**src/ddstw_pkg.sv**
```systemverilog
package ddstw_pkg;

  // ************************************************************
  // widths
  // ************************************************************
  localparam int TW_W = 48;
  localparam int OFF_W = 16;
  localparam int LIM_W = 24;
  localparam int TMR_W = 24;
  localparam int SUM_W = TW_W + TMR_W;
  localparam int REM_W = TMR_W + 1;
  localparam int STEP_W = 7;
  localparam int MS_CNT_W = 16;
  localparam int DATA_W = 32;
  localparam int ADDR_W = 14;
  localparam int IDX_W = 12;
  localparam int BYTE_LSB = 2;
  localparam int OPT_W = 8;

  // ************************************************************
  // register indices (byte address is four times the index)
  // ************************************************************
  localparam logic [IDX_W-1:0] IDX_FTW_LO = 12'h300;
  localparam logic [IDX_W-1:0] IDX_FTW_HI = 12'h301;
  localparam logic [IDX_W-1:0] IDX_CLAMP_LO = 12'h307;
  localparam logic [IDX_W-1:0] IDX_CLAMP_HI = 12'h308;
  localparam logic [IDX_W-1:0] IDX_PHASE = 12'h30d;
  localparam logic [IDX_W-1:0] IDX_TIMER = 12'h318;
  localparam logic [IDX_W-1:0] IDX_OPTIONS = 12'h31b;
  localparam logic [IDX_W-1:0] IDX_CONTROL = 12'ha03;
  localparam logic [IDX_W-1:0] IDX_HIST_LO = 12'hd14;
  localparam logic [IDX_W-1:0] IDX_HIST_HI = 12'hd15;
  localparam logic [IDX_W-1:0] IDX_STATUS = 12'hd1a;

  // ************************************************************
  // fields and reset values
  // ************************************************************
  localparam int OPT_K_LSB = 0;
  localparam int OPT_K_MSB = 2;
  localparam int OPT_PERSIST_BIT = 3;
  localparam int OPT_FALLBACK_BIT = 4;
  localparam int CTRL_CLEAR_BIT = 2;
  localparam logic [LIM_W-1:0] CLAMP_HI_RST = 24'hffffff;
  localparam logic [TMR_W-1:0] TIMER_RST = 24'h000001;
  localparam logic [TMR_W-1:0] TMR_ONE = 24'h000001;
  localparam logic [STEP_W-1:0] DIV_STEPS = 7'h48;

  // ************************************************************
  // timing
  // ************************************************************
  localparam int CLK_PERIOD_NS = 25;
  localparam int MS_NS = 1000000;
  localparam int MS_CYCLES_DFLT = MS_NS / CLK_PERIOD_NS;

  // ************************************************************
  // types
  // ************************************************************
  typedef enum logic [1:0] {DDSTW_FREE_RUN, DDSTW_CLOSED, DDSTW_HOLDOVER} ddstw_mode_t;
  typedef enum logic {DIV_IDLE, DIV_RUN} ddstw_div_t;

  typedef struct packed {
    logic psel;
    logic penable;
    logic pwrite;
    logic [ADDR_W-1:0] paddr;
    logic [DATA_W-1:0] pwdata;
  } ddstw_apb_req_t;

  typedef struct packed {
    logic [DATA_W-1:0] prdata;
    logic pready;
    logic pslverr;
  } ddstw_apb_rsp_t;

  typedef struct packed {
    ddstw_mode_t mode;
    logic ref_switch;
    logic [TW_W-1:0] filter_word;
  } ddstw_loop_t;

  typedef struct packed {
    logic [TW_W-1:0] acc, phase, tw, tuning_step_word, last_closed, hist, quot;
    logic [LIM_W-1:0] clamp_lo, clamp_hi;
    logic [TMR_W-1:0] timer, elapsed, ckpt, cnt, divisor;
    logic [OFF_W-1:0] offset;
    logic [MS_CNT_W-1:0] ms_cnt;
    logic [OPT_W-1:0] options;
    logic [SUM_W-1:0] sum, dividend;
    logic [REM_W-1:0] rem;
    logic [STEP_W-1:0] div_step;
    ddstw_div_t div_state;
    logic valid, first, strobe;
    logic pin_meta, pin_sync, pin_prev;
    ddstw_apb_rsp_t rsp;
  } ddstw_state_t;

endpackage

```
**src/ddstw_core.sv**
```systemverilog
// Operation
// - accumulator adds the 48-bit tuning step word every cycle, wrapping modulo 2^48.
// - output frequency is step word over 2^48 times the sample clock.
// - 16-bit phase offset shifts output phase by offset over 2^16 cycles.
// - free-run mode feeds the free-running tuning word register to the accumulator.
// - closed loop feeds the loop filter output to the accumulator.
// - holdover feeds the averaged history tuning word.
// - holdover without history uses fallback bit: free-run word or last instantaneous word.
// - every mode clamps the step word between 24-bit upper and lower limits.
// - inside the limits the selected step word passes unchanged.
// - after reset the limits span zero to the sample frequency.
// - history averages filter words over a 24-bit millisecond interval, minimum 1 ms.
// - each interval average is independent and written to the history register.
// - each interval end gives a strobe usable as interrupt and pin output.
// - a new reference restarts accumulation and by default discards history.
// - with persistent bit set, history survives a reference switch.
// - software control bit or multifunction pin clears the history.
// - without history the first value is stored after a full interval.
// - after clear, K gives intermediate averages at T/2^K doubling to T.
// - after the first interval averages come every full interval.
module ddstw_core #(
  parameter int unsigned MS_CYCLES = ddstw_pkg::MS_CYCLES_DFLT
) (
  // clock and reset
  input wire logic CLK,
  input wire logic SYS_RST,
  // register bus
  input wire ddstw_pkg::ddstw_apb_req_t APB_REQ,
  output ddstw_pkg::ddstw_apb_rsp_t APB_RSP,
  // loop filter and loop control
  input wire ddstw_pkg::ddstw_loop_t LOOP_IN,
  // multifunction pin, asynchronous
  input wire logic CLEAR_HIST_PIN,
  // synthesizer outputs
  output logic [ddstw_pkg::TW_W-1:0] PHASE_OUT,
  output logic [ddstw_pkg::TW_W-1:0] TUNING_WORD,
  output logic HIST_STROBE,
  output logic HIST_VALID
);
  import ddstw_pkg::*;

  ddstw_state_t st_reg;
  ddstw_state_t st_next;
  logic [TW_W-1:0] tw_sel;
  logic [TW_W-1:0] tw_clamped;
  logic [TW_W-1:0] lo_word;
  logic [TW_W-1:0] hi_word;
  logic clear_evt;
  logic div_done;
  logic ms_tick;
  logic [IDX_W-1:0] idx;
  logic [SUM_W-1:0] sum_n;
  logic [TMR_W-1:0] el_n;
  logic [TMR_W-1:0] ckpt_init;
  logic [TMR_W:0] ckpt_dbl;
  logic [REM_W-1:0] rem_sh;
  logic sw_clear;
  logic persist;

  // ************************************************************
  // next-state logic
  // ************************************************************
  always_comb begin
    st_next = st_reg;
    st_next.strobe = 1'b0;
    sw_clear = 1'b0;
    div_done = 1'b0;
    sum_n = '0;
    el_n = '0;
    rem_sh = '0;
    tw_sel = st_reg.tuning_step_word;
    idx = APB_REQ.paddr[ADDR_W-1:BYTE_LSB];
    persist = st_reg.options[OPT_PERSIST_BIT];
    ms_tick = (st_reg.ms_cnt == MS_CNT_W'(MS_CYCLES - 1));

    // pin synchroniser, rising edge taken from the second stage onward
    st_next.pin_meta = CLEAR_HIST_PIN;
    st_next.pin_sync = st_reg.pin_meta;
    st_next.pin_prev = st_reg.pin_sync;

    // apb: answer registered in the setup cycle, so no wait states
    st_next.rsp.pready = 1'b0;
    st_next.rsp.pslverr = 1'b0;
    st_next.rsp.prdata = '0;
    if (APB_REQ.psel && !APB_REQ.penable) begin
      st_next.rsp.pready = 1'b1;
      unique case (idx)
        IDX_FTW_LO: st_next.rsp.prdata = st_reg.tuning_step_word[DATA_W-1:0];
        IDX_FTW_HI: st_next.rsp.prdata = DATA_W'(st_reg.tuning_step_word[TW_W-1:DATA_W]);
        IDX_CLAMP_LO: st_next.rsp.prdata = DATA_W'(st_reg.clamp_lo);
        IDX_CLAMP_HI: st_next.rsp.prdata = DATA_W'(st_reg.clamp_hi);
        IDX_PHASE: st_next.rsp.prdata = DATA_W'(st_reg.offset);
        IDX_TIMER: st_next.rsp.prdata = DATA_W'(st_reg.timer);
        IDX_OPTIONS: st_next.rsp.prdata = DATA_W'(st_reg.options);
        IDX_CONTROL: st_next.rsp.prdata = '0;
        IDX_HIST_LO: st_next.rsp.prdata = st_reg.hist[DATA_W-1:0];
        IDX_HIST_HI: st_next.rsp.prdata = DATA_W'(st_reg.hist[TW_W-1:DATA_W]);
        IDX_STATUS: begin
          st_next.rsp.prdata = DATA_W'({st_reg.div_state == DIV_RUN, st_reg.first, st_reg.valid});
        end
        default: st_next.rsp.pslverr = 1'b1;
      endcase
    end
    if (APB_REQ.psel && APB_REQ.penable && st_reg.rsp.pready && APB_REQ.pwrite) begin
      unique case (idx)
        IDX_FTW_LO: st_next.tuning_step_word[DATA_W-1:0] = APB_REQ.pwdata;
        IDX_FTW_HI: st_next.tuning_step_word[TW_W-1:DATA_W] = APB_REQ.pwdata[TW_W-DATA_W-1:0];
        IDX_CLAMP_LO: st_next.clamp_lo = APB_REQ.pwdata[LIM_W-1:0];
        IDX_CLAMP_HI: st_next.clamp_hi = APB_REQ.pwdata[LIM_W-1:0];
        IDX_PHASE: st_next.offset = APB_REQ.pwdata[OFF_W-1:0];
        IDX_TIMER: st_next.timer = APB_REQ.pwdata[TMR_W-1:0];
        IDX_OPTIONS: st_next.options = APB_REQ.pwdata[OPT_W-1:0];
        IDX_CONTROL: sw_clear = APB_REQ.pwdata[CTRL_CLEAR_BIT];
        default: ;
      endcase
    end

    // tuning word source
    unique case (LOOP_IN.mode)
      DDSTW_FREE_RUN: tw_sel = st_reg.tuning_step_word;
      DDSTW_CLOSED: tw_sel = LOOP_IN.filter_word;
      DDSTW_HOLDOVER: begin
        if (st_reg.valid) begin
          tw_sel = st_reg.hist;
        end else if (st_reg.options[OPT_FALLBACK_BIT]) begin
          tw_sel = st_reg.last_closed;
        end else begin
          tw_sel = st_reg.tuning_step_word;
        end
      end
      default: tw_sel = st_reg.tuning_step_word;
    endcase

    // clamp: limits are the top 24 bits; the upper one fills the rest with ones
    lo_word = {st_reg.clamp_lo, {(TW_W-LIM_W){1'b0}}};
    hi_word = {st_reg.clamp_hi, {(TW_W-LIM_W){1'b1}}};
    if (tw_sel < lo_word) begin
      tw_clamped = lo_word;
    end else if (tw_sel > hi_word) begin
      tw_clamped = hi_word;
    end else begin
      tw_clamped = tw_sel;
    end
    st_next.tw = tw_clamped;
    st_next.acc = st_reg.acc + tw_clamped;
    st_next.phase = st_next.acc + {st_reg.offset, {(TW_W-OFF_W){1'b0}}};
    if (LOOP_IN.mode == DDSTW_CLOSED) begin
      st_next.last_closed = tw_clamped;
    end

    // restoring divider, one quotient bit per cycle
    // one bit a cycle trades latency for area; a millisecond must outlast all 72 steps
    unique case (st_reg.div_state)
      DIV_IDLE: ;
      DIV_RUN: begin
        rem_sh = {st_reg.rem[REM_W-2:0], st_reg.dividend[SUM_W-1]};
        st_next.dividend = {st_reg.dividend[SUM_W-2:0], 1'b0};
        if (rem_sh >= {1'b0, st_reg.divisor}) begin
          st_next.rem = rem_sh - {1'b0, st_reg.divisor};
          st_next.quot = {st_reg.quot[TW_W-2:0], 1'b1};
        end else begin
          st_next.rem = rem_sh;
          st_next.quot = {st_reg.quot[TW_W-2:0], 1'b0};
        end
        st_next.div_step = st_reg.div_step - 1'b1;
        if (st_reg.div_step == STEP_W'(1)) begin
          div_done = 1'b1;
          st_next.div_state = DIV_IDLE;
        end
      end
    endcase

    // history accumulation, one filter sample per millisecond of closed loop
    // words seen in free run or holdover would bias the average, so they are skipped
    st_next.ms_cnt = ms_tick ? '0 : st_reg.ms_cnt + 1'b1;
    ckpt_dbl = {st_reg.ckpt, 1'b0};
    if (ms_tick && LOOP_IN.mode == DDSTW_CLOSED) begin
      sum_n = st_reg.sum + SUM_W'(LOOP_IN.filter_word);
      el_n = st_reg.elapsed + 1'b1;
      st_next.sum = sum_n;
      st_next.cnt = st_reg.cnt + 1'b1;
      st_next.elapsed = el_n;
      if (el_n >= st_reg.ckpt) begin
        st_next.dividend = sum_n;
        st_next.divisor = st_reg.cnt + 1'b1;
        st_next.rem = '0;
        st_next.quot = '0;
        st_next.div_step = DIV_STEPS;
        st_next.div_state = DIV_RUN;
        if (el_n >= st_reg.timer) begin
          // a fresh interval starts from an empty sum, not a moving window
          st_next.sum = '0;
          st_next.cnt = '0;
          st_next.elapsed = '0;
          st_next.first = 1'b0;
          st_next.ckpt = st_reg.timer;
        end else if (ckpt_dbl > {1'b0, st_reg.timer}) begin
          st_next.ckpt = st_reg.timer;
        end else begin
          st_next.ckpt = ckpt_dbl[TMR_W-1:0];
        end
      end
    end

    // restart and clear
    ckpt_init = st_reg.timer >> st_reg.options[OPT_K_MSB:OPT_K_LSB];
    if (st_reg.options[OPT_K_MSB:OPT_K_LSB] == '0) begin
      ckpt_init = st_reg.timer;
    end else if (ckpt_init == '0) begin
      ckpt_init = TMR_ONE;
    end
    clear_evt = sw_clear || (st_reg.pin_sync && !st_reg.pin_prev)
             || (LOOP_IN.ref_switch && !persist);
    if (LOOP_IN.ref_switch && persist) begin
      st_next.sum = '0;
      st_next.cnt = '0;
      st_next.elapsed = '0;
      st_next.ms_cnt = '0;
      st_next.first = 1'b0;
      st_next.ckpt = st_reg.timer;
    end
    if (clear_evt) begin
      st_next.valid = 1'b0;
      st_next.sum = '0;
      st_next.cnt = '0;
      st_next.elapsed = '0;
      st_next.ms_cnt = '0;
      st_next.first = 1'b1;
      st_next.ckpt = ckpt_init;
      st_next.div_state = DIV_IDLE;
    end
    // a timer written after the first interval applies at once, so later
    // averages never run on a stale checkpoint of the old period
    if (!st_next.first) begin
      st_next.ckpt = st_next.timer;
    end
    // a finishing average outranks a clear in the same cycle
    if (div_done) begin
      st_next.hist = st_next.quot;
      st_next.valid = 1'b1;
      st_next.strobe = 1'b1;
    end
  end

  // ************************************************************
  // state register
  // ************************************************************
  always_ff @(posedge CLK) begin
    if (SYS_RST) begin
      st_reg <= '0;
      st_reg.clamp_hi <= CLAMP_HI_RST;
      st_reg.timer <= TIMER_RST;
      st_reg.ckpt <= TIMER_RST;
      st_reg.first <= 1'b1;
      st_reg.div_state <= DIV_IDLE;
    end else begin
      st_reg <= st_next;
    end
  end

  assign APB_RSP = st_reg.rsp;
  assign PHASE_OUT = st_reg.phase;
  assign TUNING_WORD = st_reg.tw;
  assign HIST_STROBE = st_reg.strobe;
  assign HIST_VALID = st_reg.valid;

  logic in_range;
  assign in_range = (tw_sel >= lo_word) && (tw_sel <= hi_word);
endmodule // ddstw_core

```
**config.mk**
```make
export PLATFORM = sky130hd
export DESIGN_NAME = ddstw_core
export DESIGN_NICKNAME = d
export VERILOG_FILES = /design/src/ddstw_pkg.sv /design/src/ddstw_core.sv
export SDC_FILE = /design/constraint.sdc
export NUM_CORES = 2
export LEC_CHECK = 0
export ABC_AREA = 0
export BUFFER_PORTS_ARGS = -buffer_cell sky130_fd_sc_hd__clkbuf_2
export CAP_MARGIN = 15
export CORE_ASPECT_RATIO = 1.1
export CORE_UTILIZATION = 45
export CTS_CLUSTER_DIAMETER = 100
export DETAILED_ROUTE_END_ITERATION = 10
export PLACE_DENSITY = 0.59
export SLEW_MARGIN = 20
export SYNTH_ARGS = -nofsm -noshare
export SYNTH_HDL_FRONTEND = slang
export SYNTH_SLANG_ARGS = --single-unit
```
**constraint.sdc**
```tcl
create_clock -name CLK -period 31.6 [get_ports CLK]
set_input_delay 6.32 -clock CLK [delete_from_list [all_inputs] [get_ports CLK]]
set_output_delay 6.32 -clock CLK [all_outputs]
set_load 0.05 [all_outputs]
```
; ---- Word level (Yosys, flattened, before mapping)
; Cells that the tools add are included.
; Widths: inputs -> output; s select.
[totals]
out_inout_bits = 132
regBits = 761
[classes]
muxes = 42
n_reduce_logical = 29
order_cmp = 6
addsub = 8
n_eq_ne = 17
n_shift = 1
bitwise_logic = 1
[ops]
columns = op, count
row1 = $mux 48, 9
row2 = $pmux 32 s10, 1
row3 = $mux 24, 9
row4 = $mux 105, 2
row5 = $mux 177, 1
row6 = $mux 72, 2
row7 = $add 48x48->48, 2
row8 = $mux 96, 1
row9 = $pmux 48 s2, 1
row10 = $eq 12x10->1 const B, 7
row11 = $add 72x48->72, 1
row12 = $add 24x1->24 const B, 2
row13 = $eq 12x12->1 const B, 4
row14 = $ge 24x24->1, 2
row15 = $gt 48x48->1, 1
row16 = $lt 48x48->1, 1
row17 = $ge 25x24->1, 1
row18 = $gt 25x24->1, 1
row19 = $mux 25, 1
row20 = $sub 25x24->25, 1
row21 = $logic_not 24->1, 1
row22 = $shr 24x3->24, 1
row23 = $add 16x1->16 const B, 1
row24 = $eq 16x16->1 const B, 1
row25 = other kinds (18), 50

; ---- Longest topological paths before layout
[depth]
ltp_word = 9
ltp_mapped = 45
ltp_nobuf = 37

; ---- Worst setup path after synthesis
; No wires, ideal clock.
[synth_timing]
path_kind = input to register
start = input LOOP_IN[49] (netlist name)
end = register st_reg (netlist bit PHASE_OUT[44])
arrival_time_ps = 14810
path_buffers = 6
path_slack_ps = 16656
stages = 41
cell_sequence = inv_1 ha_1 buf_2 clkbuf_1 clkbuf_1 clkbuf_1 clkbuf_1 o21ai_0 ha_1 nand4_1 nor4_1 nand4_1 or4b_1 nor4_1 a21oi_1 clkbuf_1 nor2_1 nor2_1 [... 5 more ...] o31ai_1 a21oi_1 o31ai_1 a21o_1 a21oi_1 xnor2_1 ha_1 fa_1 a21o_1 a21oi_1 o21bai_1 a21oi_1 o21bai_1 a21oi_1 o21ai_0 nand2_1 nor4b_1 or4_1
[synth_lines]
columns = item, line
row1 = from (decl), ddstw_core.sv:31  ; input wire ddstw_pkg::ddstw_loop_t LOOP_IN,
row2 = to (signal assigned), ddstw_core.sv:257  ; st_reg <= st_next;
row3 = to (decl), ddstw_core.sv:42  ; ddstw_state_t st_reg;

==> reports/metrics.cfg <==
[timing]
fmax_mhz=59.7
hold_viol=0
setup_viol=0
fin_crit_ns=16.74
maxSlewHeadroom_pct=19.6
tightest_slew_ns=1.19
rsz0062_at_grt=false
hold_ws_ns=0.456
finalSetupTns_ns=0
slew_viol_final=0
setup_slack_ns=14.86
skew_ns=0.0348
fin_crit_sh_pct=53.0

[cts]
cts_hold_buf=0
cts_tree=yes
cts_buffers=82
cts-root-buf=clkbuf_16
cts_resized=0
htree_levels=3
insertion_delay_ns=0.67
clock-sinks=727
cts_setup_buffers=0
clk_pin_slew_ns=0.05
clk_path_buf_depth=3

[final_layout]
largest_reg_flops=552
fin_cells=6505
fin_area_mm2=0.0466
final_layout_size_suffix_gt1_share_pct=10.1
area_growth_pct=9.38
final_nets=5545
nFillCells=9281

[logic_synthesis]
ys_async_sr_fraction_pct=0
syn-num-nets=5616
synth_edf_count=0
synth.top_cells.by_area=dfxtp_1, ha_1, mux2i_1
yosysWarnings=0
synthCells=5249
synth-main-ff-cell=dfxtp_1
synth_top_area_share_pct=34.1
synth_top_cell_by_area=dfxtp_1
yosysSeqAreaShare_pct=34.1
syn_avg_cell_area_um2=8.12
ys_ff_latch=727
ys_types=89
synthTopCellsByCount=dfxtp_1, nand2_1, nor2_1
syn_area_mm2=0.0426
synth.most_common_cell=dfxtp_1

[pwr]
power_switching_uw=622
seqPwrFrac_pct=42.5
p_sw_share_pct=27.9
combPwrFrac_pct=12.3
p_clk_share_pct=45.2
p_int_mw=1.61
powerDensity_mw_per_mm2=47.8
total_leakage_power_nw=18.1
ir_drop_v=0.0000452

[place]
gp_congestion=0.959
portBuffers=232
dp_slack_ns=14.42
hpwl_um=103000
place_inst=6353
placed_area_mm2=0.0438

[floorplanning]
initial_core_util_pct=45.3
die-area_mm2=0.0960
core_region_area_mm2=0.0940
io_pins=235
rows=118
die_x_um=295
die_h_um=325

[setup_path]
arrival_ns=17.33
critPathLaunchType=input port
critPathMaxFanout=71
end_kind=flop
max_stage_delay_ns=0.88
crit_required_ns=32.19
critPathKind=in -> reg
cpMostUsedCell=o21ai_0
crit_slowest_cell=clkinv_1

[drt]
vias=37700
vias_per_cell=5.80
routed_wl_um=141000
drt-pass1-iter-count=9
drt_iter0_drc=3437
drc=0
detail-route-antenna-nets=0
wl_per_cell_um=21.7

[global_route]
grt_pass1_vias=35200
grt_max_degree=152
grt_use_total_pct=28.6
grt-ovfl-total=0
grt_first_pass_wirelength_um=212000
antenna_found_initial=4

[outcome]
status=complete, no violations

[run]
cap_violations=0

[hold_path]
hold_class=reg -> reg

-- path summary, 6_finish.rpt --
kind / from / endpoint / slack [ns] / cells after the start
max: LOOP_IN[49] / PHASE_OUT[47]$_SDFF_PP0_ / 14.86 / 36
min: st_next[35]$_SDFF_PP0_ / st_next[34]$_SDFF_PP0_ / 0.46 / 1
max reg2reg: HIST_VALID$_SDFFE_PP0P_ / PHASE_OUT[47]$_SDFF_PP0_ / 20.42 / 35
min reg2reg: st_next[35]$_SDFF_PP0_ / st_next[34]$_SDFF_PP0_ / 0.46 / 1
-- cells in the final DEF (no fill, tap or decap), drive strengths merged, types with 119 or more instances in the layout --
master / instances
nand2: 543
o21ai: 242
a21oi: 487
clkbuf: 344
dfxtp: 727
xnor2: 121
inv: 198
mux2i: 260
ha: 260
a211oi: 127
a22oi: 119
nand3: 127
nor2: 511
-- cell type report --
type / instances / area [µm²] / share of cell area [%]
Clock buffer: 113 / 2310 / 4.95
Tap cell: 1260 / 1580 / 3.38
Sequential cell: 727 / 14600 / 31.2
Inverter: 197 / 739 / 1.59
Antenna cell: 2 / 5.00 / 0.0107
Clock inverter: 36 / 498 / 1.07
Multi-Input combinational cell: 3865 / 25200 / 54.1
Timing Repair Buffer: 305 / 1730 / 3.71
-- power by group through the flow --
stage               logic [mW]  clock network (mW)  registers [mW]
finish                   0.275                1.01           0.947
floorplan                0.212                   0           0.963
CTS                      0.274                1.03           0.947
global placement         0.272                   0           0.968
global route             0.296                1.06           0.949
detailed placement       0.273                   0           0.968
-- critical path, delay by kind of cell --
kind	cells	cell delay [ns]
multiplexers	1	0.24
XOR/XNOR	2	0.61
adder cells (fa/ha/maj)	4	1.41
buffers and inverters	7	2.37
AO/OA/AOI/OAI	14	4.72
AND/OR/NAND/NOR	8	1.58
-- cells by family (layout without fill, tap and decap cells) --
logic type	count (synthesis)	count (layout)	share of synthesized area (%)
xor gates and xnor gates	200	200	4.11
AOI/OAI and AO/OA	1458	1458	21.8
buffers and inverters	657	651	7.08
muxes	301	301	7.32
and+or+nand+nor	1642	1642	17.7
other	0	2	0
adders and majority gates	264	264	7.82
DFF	727	727	34.1
-- layer usage --
| layer | vias to the layer above | track usage [%] | routed length [µm] |
|---|---|---|---|
| met2 | 1205 | 46.0 | 64400 |
| met3 | 282 | 3.43 | 8390 |
| met4 | 4 | 15.7 | 8000 |
| met5 | - | 0 | 18 |
| met1 | 17800 | 37.0 | 60100 |
| li1 | 18500 | - | - |
-- through the flow --
step / util (%) / total power, mW
after floorplan: - / 1.17
after global placement: 46.6 / 1.24
after detailed placement: 46.6 / 1.24
after CTS: 49.6 / 2.25
after global routing: 49.6 / 2.31
final: 49.6 / 2.23
Note: power is estimated with default switching activity, not from simulation.
